<file path="config.mk">
export PLATFORM = sky130hd
export DESIGN_NAME = ibrs_sequencer
export DESIGN_NICKNAME = d
export VERILOG_FILES = /design/src/hdl/ibrs_pkg.sv /design/src/hdl/ibrs_sequencer.sv
export SDC_FILE = /design/constraint.sdc
export NUM_CORES = 1
export LEC_CHECK = 0
export ABC_AREA = 1
export BUFFER_PORTS_ARGS = -buffer_cell sky130_fd_sc_hd__buf_2
export CAP_MARGIN = 20
export CORE_UTILIZATION = 56
export DETAILED_ROUTE_END_ITERATION = 7
export PLACE_DENSITY = 0.8
export RECOVER_POWER = 100
export SLEW_MARGIN = 20
export SYNTH_ARGS = -nofsm -noshare
export SYNTH_HDL_FRONTEND = slang
export SYNTH_SLANG_ARGS = --single-unit
</file>
<file path="constraint.sdc">
create_clock -name ref_clk_in -period 2.63 [get_ports ref_clk_in]
set_clock_uncertainty 0.05 [all_clocks]
set_input_delay 0.263 -clock ref_clk_in [delete_from_list [all_inputs] [get_ports ref_clk_in]]
set_output_delay 0.263 -clock ref_clk_in [all_outputs]
set_load 0.1 [all_outputs]
</file>
<file path="src/hdl/ibrs_pkg.sv">
package ibrs_pkg;
  // ==========================================================
  // command opcodes
  localparam logic [7:0] OP_BYTE_IN   = 8'h20;
  localparam logic [7:0] OP_BITS_OUT  = 8'h13;
  localparam logic [7:0] OP_PIN_WRITE = 8'h80;
  localparam logic [7:0] OP_SEND_NOW  = 8'h87;
  // ==========================================================
  // pin positions and reset values
  localparam int         PIN_SCL      = 0;
  localparam int         PIN_DOUT     = 1;
  localparam int         PIN_DIN      = 2;
  localparam logic [7:0] PIN_VAL_RST  = 8'hFF;
  localparam logic [7:0] PIN_DIR_RST  = 8'h00;
  // ==========================================================
  // timing
  localparam int CLK_MHZ        = 125;
  localparam int HALF_BIT_NS    = 2_500;
  localparam int HALF_BIT_CYC   = (HALF_BIT_NS * CLK_MHZ) / 1_000;
  localparam int LATENCY_MS     = 16;
  localparam int LATENCY_CYC    = LATENCY_MS * 1_000 * CLK_MHZ;
  localparam int RET_DEPTH      = 4;
  // ==========================================================
  typedef struct packed {
    logic       valid;
    logic [7:0] data;
  } ibrs_byte_t;
endpackage : ibrs_pkg

</file>
<file path="src/hdl/ibrs_sequencer.sv">
module ibrs_sequencer #(
  parameter int LATENCY_CYCLES = ibrs_pkg::LATENCY_CYC
) (
  // clock and reset
  input  wire logic              ref_clk_in,
  input  wire logic              rst_in,
  // host command stream
  input  wire ibrs_pkg::ibrs_byte_t cmd_in,
  output logic                   cmd_ready_out,
  // return stream to host
  output ibrs_pkg::ibrs_byte_t   ret_out,
  input  wire logic              ret_ready_in,
  // low gpio port
  output logic [7:0]             low_gpio_port_out,
  output logic [7:0]             low_gpio_port_oe_out,
  input  wire logic [7:0]        low_gpio_port_in
);
  import ibrs_pkg::*;

  typedef enum {
    S_OP, S_LEN0, S_LEN1, S_BCNT, S_BVAL, S_PVAL, S_PDIR,
    S_SHIFT_IN, S_SHIFT_OUT
  } ibrs_state_t;

  ibrs_state_t state_q;
  logic [15:0] len_q;
  logic [7:0]  sh_q, pval_q, pdir_q, bits_q;
  logic [2:0]  bit_q;
  logic [15:0] half_q;
  logic        phase_q;
  logic [1:0]  din_sync_q;
  logic [7:0]  ret_mem_q [RET_DEPTH];
  logic [1:0]  wr_q, rd_q;
  logic [2:0]  cnt_q;
  logic        flush_q;
  logic [31:0] lat_q;
  logic        push;
  logic        stall;
  logic        hold;
  logic        tick;

  function automatic logic [1:0] ptr_inc(input logic [1:0] p);
    ptr_inc = p + 2'd1;
  endfunction : ptr_inc

  // ==========================================================
  // synchroniser for data input pin
  always_ff @(posedge ref_clk_in) begin
    if (rst_in) din_sync_q <= 2'b00;
    else din_sync_q <= {din_sync_q[0], low_gpio_port_in[PIN_DIN]};
  end

  // half-bit timer, slow rate as one-cycle enable; it parks at its
  // last count while a full return buffer would lose the next byte
  assign hold = (state_q == S_SHIFT_IN) && stall;
  assign tick = (half_q == 16'(HALF_BIT_CYC - 1)) && !hold;
  always_ff @(posedge ref_clk_in) begin
    if (rst_in || !(state_q == S_SHIFT_IN || state_q == S_SHIFT_OUT) || tick)
      half_q <= 16'h0000;
    else if (half_q != 16'(HALF_BIT_CYC - 1)) half_q <= half_q + 16'h0001;
  end

  // stall byte intake while return buffer is full; no drop
  assign stall = (cnt_q == 3'(RET_DEPTH));
  assign push  = (state_q == S_SHIFT_IN) && tick && phase_q &&
                 (bit_q == 3'd7);
  always_ff @(posedge ref_clk_in) cmd_ready_out <= !rst_in && !stall &&
    (state_q != S_SHIFT_IN) && (state_q != S_SHIFT_OUT) &&
    !(cmd_in.valid && cmd_ready_out);

  // ==========================================================
  // command decode and bit engine, strictly sequential
  always_ff @(posedge ref_clk_in) begin
    if (rst_in) begin
      state_q <= S_OP;
      len_q   <= 16'h0000;
      sh_q    <= 8'h00;
      bits_q  <= 8'h00;
      bit_q   <= 3'd0;
      phase_q <= 1'b0;
      pval_q  <= PIN_VAL_RST;
      pdir_q  <= PIN_DIR_RST;
    end else begin
      case (state_q)
        S_OP: if (cmd_in.valid && cmd_ready_out) begin
          case (cmd_in.data)
            OP_BYTE_IN:   state_q <= S_LEN0;
            OP_BITS_OUT:  state_q <= S_BCNT;
            OP_PIN_WRITE: state_q <= S_PVAL;
            default:      state_q <= S_OP;
          endcase
        end
        S_LEN0: if (cmd_in.valid && cmd_ready_out) begin
          len_q[7:0] <= cmd_in.data;
          state_q <= S_LEN1;
        end
        S_LEN1: if (cmd_in.valid && cmd_ready_out) begin
          len_q[15:8] <= cmd_in.data;
          bit_q <= 3'd0;
          phase_q <= 1'b0;
          state_q <= S_SHIFT_IN;
        end
        S_BCNT: if (cmd_in.valid && cmd_ready_out) begin
          bits_q <= cmd_in.data;
          state_q <= S_BVAL;
        end
        S_BVAL: if (cmd_in.valid && cmd_ready_out) begin
          sh_q <= cmd_in.data;
          bit_q <= 3'd0;
          phase_q <= 1'b0;
          state_q <= S_SHIFT_OUT;
        end
        S_PVAL: if (cmd_in.valid && cmd_ready_out) begin
          pval_q <= cmd_in.data;
          state_q <= S_PDIR;
        end
        S_PDIR: if (cmd_in.valid && cmd_ready_out) begin
          pdir_q <= cmd_in.data;
          state_q <= S_OP;
        end
        S_SHIFT_IN: if (tick) begin
          phase_q <= !phase_q;
          if (!phase_q) pval_q[PIN_SCL] <= 1'b1; // rising: sample
          else pval_q[PIN_SCL] <= 1'b0;
          if (!phase_q) sh_q <= {sh_q[6:0], din_sync_q[1]};
          if (phase_q) begin
            bit_q <= bit_q + 3'd1;
            if (bit_q == 3'd7) begin
              if (len_q == 16'h0000) state_q <= S_OP;
              else len_q <= len_q - 16'h0001;
            end
          end
        end
        S_SHIFT_OUT: if (tick) begin
          phase_q <= !phase_q;
          if (!phase_q) begin
            pval_q[PIN_SCL]  <= 1'b0; // falling: drive
            pval_q[PIN_DOUT] <= sh_q[7];
            sh_q <= {sh_q[6:0], 1'b0};
          end else begin
            pval_q[PIN_SCL] <= 1'b1;
            bits_q <= bits_q - 8'h01;
            if (bits_q == 8'h00) state_q <= S_OP;
          end
        end
        default: state_q <= S_OP;
      endcase
    end
  end

  // pins: direction one drives, input pin value ignored
  always_ff @(posedge ref_clk_in) begin
    if (rst_in) begin
      low_gpio_port_out    <= PIN_VAL_RST & PIN_DIR_RST; // no value on inputs
      low_gpio_port_oe_out <= PIN_DIR_RST;
    end else begin
      low_gpio_port_out    <= pval_q & pdir_q;
      low_gpio_port_oe_out <= pdir_q;
    end
  end

  // ==========================================================
  // return buffer of received bytes
  always_ff @(posedge ref_clk_in) begin
    if (rst_in) wr_q <= 2'd0;
    else if (push) begin
      ret_mem_q[wr_q] <= sh_q;
      wr_q <= ptr_inc(wr_q);
    end
  end

  // flush on send-now or latency expiry; held until drained
  always_ff @(posedge ref_clk_in) begin
    if (rst_in) begin
      flush_q <= 1'b0;
      lat_q   <= 32'h0000_0000;
    end else begin
      if (cnt_q == 3'd0) lat_q <= 32'h0000_0000;
      else if (lat_q != 32'(LATENCY_CYCLES)) lat_q <= lat_q + 32'h0000_0001;
      if (state_q == S_OP && cmd_in.valid && cmd_ready_out &&
          cmd_in.data == OP_SEND_NOW)
        flush_q <= 1'b1;
      else if (lat_q == 32'(LATENCY_CYCLES) - 32'h0000_0001)
        flush_q <= 1'b1;
      else if (cnt_q == 3'd0) flush_q <= 1'b0;
    end
  end

  logic pop;
  assign pop = ret_out.valid && ret_ready_in;
  always_ff @(posedge ref_clk_in) begin
    if (rst_in) begin
      rd_q  <= 2'd0;
      cnt_q <= 3'd0;
      ret_out <= '0;
    end else begin
      if (pop) rd_q <= ptr_inc(rd_q);
      cnt_q <= cnt_q + 3'(push) - 3'(pop);
      ret_out.valid <= flush_q && (cnt_q > 3'(pop));
      ret_out.data  <= pop ? ret_mem_q[ptr_inc(rd_q)] : ret_mem_q[rd_q];
    end
  end

  // ==========================================================
  a_send_now_flush: assert property (@(posedge ref_clk_in) disable iff
    (rst_in) (state_q == S_OP && cmd_in.valid && cmd_ready_out &&
    cmd_in.data == OP_SEND_NOW && cnt_q != 3'd0) |=> flush_q)
    else $error("send-now did not raise flush");
  a_pin_mask: assert property (@(posedge ref_clk_in) disable iff (rst_in)
    ((low_gpio_port_out & ~low_gpio_port_oe_out) == 8'h00))
    else $error("value driven on input pin");
  a_dir_follow: assert property (@(posedge ref_clk_in) disable iff (rst_in)
    (state_q == S_PDIR && cmd_in.valid && cmd_ready_out) |=> ##1
    (low_gpio_port_oe_out == $past(cmd_in.data, 2)))
    else $error("direction not applied");
  a_push_once: assert property (@(posedge ref_clk_in) disable iff (rst_in)
    push |=> !push)
    else $error("double byte push");
  a_no_intake: assert property (@(posedge ref_clk_in) disable iff (rst_in)
    (state_q == S_SHIFT_IN) |-> !cmd_ready_out)
    else $error("command taken mid shift");
  a_len_stop: assert property (@(posedge ref_clk_in) disable iff (rst_in)
    (push && len_q == 16'h0000) |=> state_q == S_OP)
    else $error("byte count overrun");
  a_bit_msb: assert property (@(posedge ref_clk_in) disable iff (rst_in)
    (state_q == S_SHIFT_OUT && tick && !phase_q) |=>
    pval_q[PIN_DOUT] == $past(sh_q[7]))
    else $error("bit out not msb");
  a_rise_sample: assert property (@(posedge ref_clk_in) disable iff (rst_in)
    (state_q == S_SHIFT_IN && tick && !phase_q) |=> pval_q[PIN_SCL])
    else $error("sample not on rising scl");
endmodule : ibrs_sequencer

</file>
==> flow_metrics.tcl <==
set metrics [dict create \
    die_area_um2 16400 \
    rows 45 \
    synth_common_cells "nand2_1, nor2_1, inv_1, dfxtp_1, a21oi_1" \
    slew-limit-headroom_pct 22.2 \
    synthArstFlopShare_pct 0 \
    synth_cells 1295 \
    netlist_top_cells_area "dfxtp_1, nand2_1, edfxtp_1" \
    path_cells "ha_2 > nand3_1 > nor2_2 > nand3_2 > nor2_2 > inv_1 > ha_1 > inv_1 > ha_1 > inv_1 > fa_1 > xnor2_1 > nor2_1" \
    pwr-share-seq_pct 39.8 \
    fp.dieW_um 128 \
    grt_antenna_before_repair 0 \
    cts_buffers 17 \
    fin_crit_ns 2.54 \
    hpwlAfterDp_mm 14.6 \
    path_clk_slew_ns 0.07 \
    synth_cell_types 42 \
    grt_pass1_wl_mm 34.8 \
    synth-warning-count 0 \
    drive_gt1_share_pct 7.68 \
    ioPinCount 46 \
    vdd_drop_max_v 0.000827 \
    holdBufCountCts 0 \
    p_per_area_nw_per_um2 792 \
    drt_iter0_drc 746 \
    p_sw_share_pct 36.2 \
    synth_seq_cells 174 \
    crit_fanout 4 \
    ant_nets 0 \
    cts_tree "done" \
    fmax_mhz 394 \
    power.leakage_uw 0.00409 \
    grt_pass1_vias 7560 \
    wl_per_cell_um 13.3 \
    finalMaxSlewViolations 0 \
    core_um2 15300 \
    grt_max_degree 36 \
    min_period_over_period_pct 96.5 \
    synth.largest_area_cell "dfxtp_1" \
    initial_core_util_pct 58.0 \
    yosys_most_used_dff "dfxtp_1" \
    totalWireLength_mm 20.9 \
    die_y_um 128 \
    worst_pin_slew_ns 1.17 \
    synth_enable_flop_cells 32 \
    cp_common_cell "inv_1" \
    synth_top_area_share_pct 32.0 \
    syn_area_per_cell_um2 6.86 \
    syn_area_um2 8880 \
    max_stage_delay_ns 0.38 \
    cts_root_buf "clkbuf_16" \
    diodes 0 \
    p_total_uw 7870 \
    hold_viol_final 0 \
    area_growth_pct 11.8 \
    p_comb_share_pct 27.7 \
    holdCritPathClass "primary input to flip-flop" \
    maxCapViolations 0 \
    ys_seq_area_share_pct 42.8 \
    cp-start-kind "flip-flop" \
    path_class "flip-flop to flip-flop" \
    status "complete, no violations" \
    drtPass1Iterations 8 \
    required_ns 2.90 \
    grt.overflow.total 0 \
    nFillCells 1365 \
    io_buffers 38 \
    gp_congestion 0.958 \
    intPower_uw 5020 \
    htreeDepth 4 \
    cp-end-kind "flip-flop" \
    track_usage_pct 26.8 \
    r2r_slack_ns 0.09 \
    yosys.cell_count.top_type "nand2_1" \
    cts.path.max_buffers 2 \
    drc 0 \
    clkLatencyLatePin_ns 0.44 \
    clock-sinks 174 \
    p_switching_uw 2850 \
    vias 8341 \
    final_util_pct 64.8 \
    arrival_ns 2.81 \
    clkPwrFrac_pct 32.5 \
    cpMaxStageDelayCell "fa_1" \
    via_per_inst 5.33 \
    setup_violations 0 \
    nNetsFinal 1379 \
    syn_nets 1333 \
]
-- cell families after synthesis --
family | count (synthesis) | share of synthesized area [%]
and+or+nand+nor | 691 | 33.0
adders and majority gates | 18 | 2.62
xor gates and xnor gates | 10 | 0.986
AOI/OAI and AO/OA | 208 | 12.1
DFF | 174 | 42.8
buffers and inverters | 194 | 8.48
-- power groups by stage --
stage | registers, uW | clock network [uW] | logic, uW
after floorplan | 3200 | 0 | 1710
after global placement | 3180 | 0 | 2100
after detailed placement | 3190 | 0 | 2130
after CTS | 3130 | 2590 | 2160
after global routing | 3160 | 2710 | 2500
final | 3130 | 2560 | 2180
-- registers in the layout, summed over array words and instances (netlist names), named ones only --
register,flops
din_sync_q,2
sh_q,8
state_q,4
ret_out,9
cnt_q,3
cmd_ready_out,1
half_q,16
rd_q,2
wr_q,2
low_gpio_port_out,8
low_gpio_port_oe_out,8
len_q,16
bits_q,8
flush_q,1
bit_q,3
pdir_q,8
lat_q,32
phase_q,1
pval_q,8
ret_mem_q,32
-- path summary, 6_finish.rpt --
check        cells after the start            end                 from
min                              3  din_sync_q[0]  low_gpio_port_in[2]
max                             13       cnt_q[2]            half_q[0]
max reg2reg                     13       cnt_q[2]            half_q[0]
min reg2reg                      2  din_sync_q[1]        din_sync_q[0]
-- cell usage in the layout (no fill, tap or decap), types with 8 or more instances in the layout --
cell       instances
a21oi_1           98
nand4_1           20
nor2_1           230
or2_2              8
ha_1              16
o21ai_0           91
buf_4             22
buf_2             11
nor3_1            23
dfxtp_1          138
edfxtp_1          32
clkbuf_1          28
inv_1            152
nand2_1          294
clkbuf_16         17
nand3_1           85
-- metrics by stage --
step                setup WS, ns  area (um2)  hold WS [ns]  TNS, ns  instances
global route             -0.0622        9930        0.0217  -0.0622       1565
CTS                       0.0199        9960       0.00417        0       1565
finish                    0.0926        9930        0.0134        0       1565
global placement           0.154        9360         0.345        0       1533
detailed placement        0.0687        9360         0.346        0       1533
floorplan                 0.0947        8880         0.320        0       1295
-- worst max-delay path, delay by kind of cell, from the launching register on --
family	cells	cell delay, ns
adder cells (fa/ha/maj)	4	1.03
AND/OR/NAND/NOR	5	0.62
flip-flops	1	0.34
buffers and inverters	3	0.22
XOR/XNOR	1	0.16
-- layer usage --
metal  track usage (%)  vias up  wire, um
li1                  -     4276         -
met1              34.8     3793      9670
met2              44.2      226      9660
met3              5.30       46      1010
met4              10.1        0       526
met5                 0        -         0
-- layout make-up --
cell class	instances	area (um2)	area share, %
Clock buffer	17	425	4.28
Clock inverter	15	170	1.71
Inverter	159	597	6.01
Multi-Input combinational cell	927	4330	43.6
Sequential cell	174	3810	38.4
Tap cell	211	264	2.66
Timing Repair Buffer	62	330	3.33
-- timing repair --
item,4_1_cts,5_1_grt
setup endpoints to repair,0,2
setup buffers,0,0
resized for setup,0,6
(Power assumes the default switching activity.)
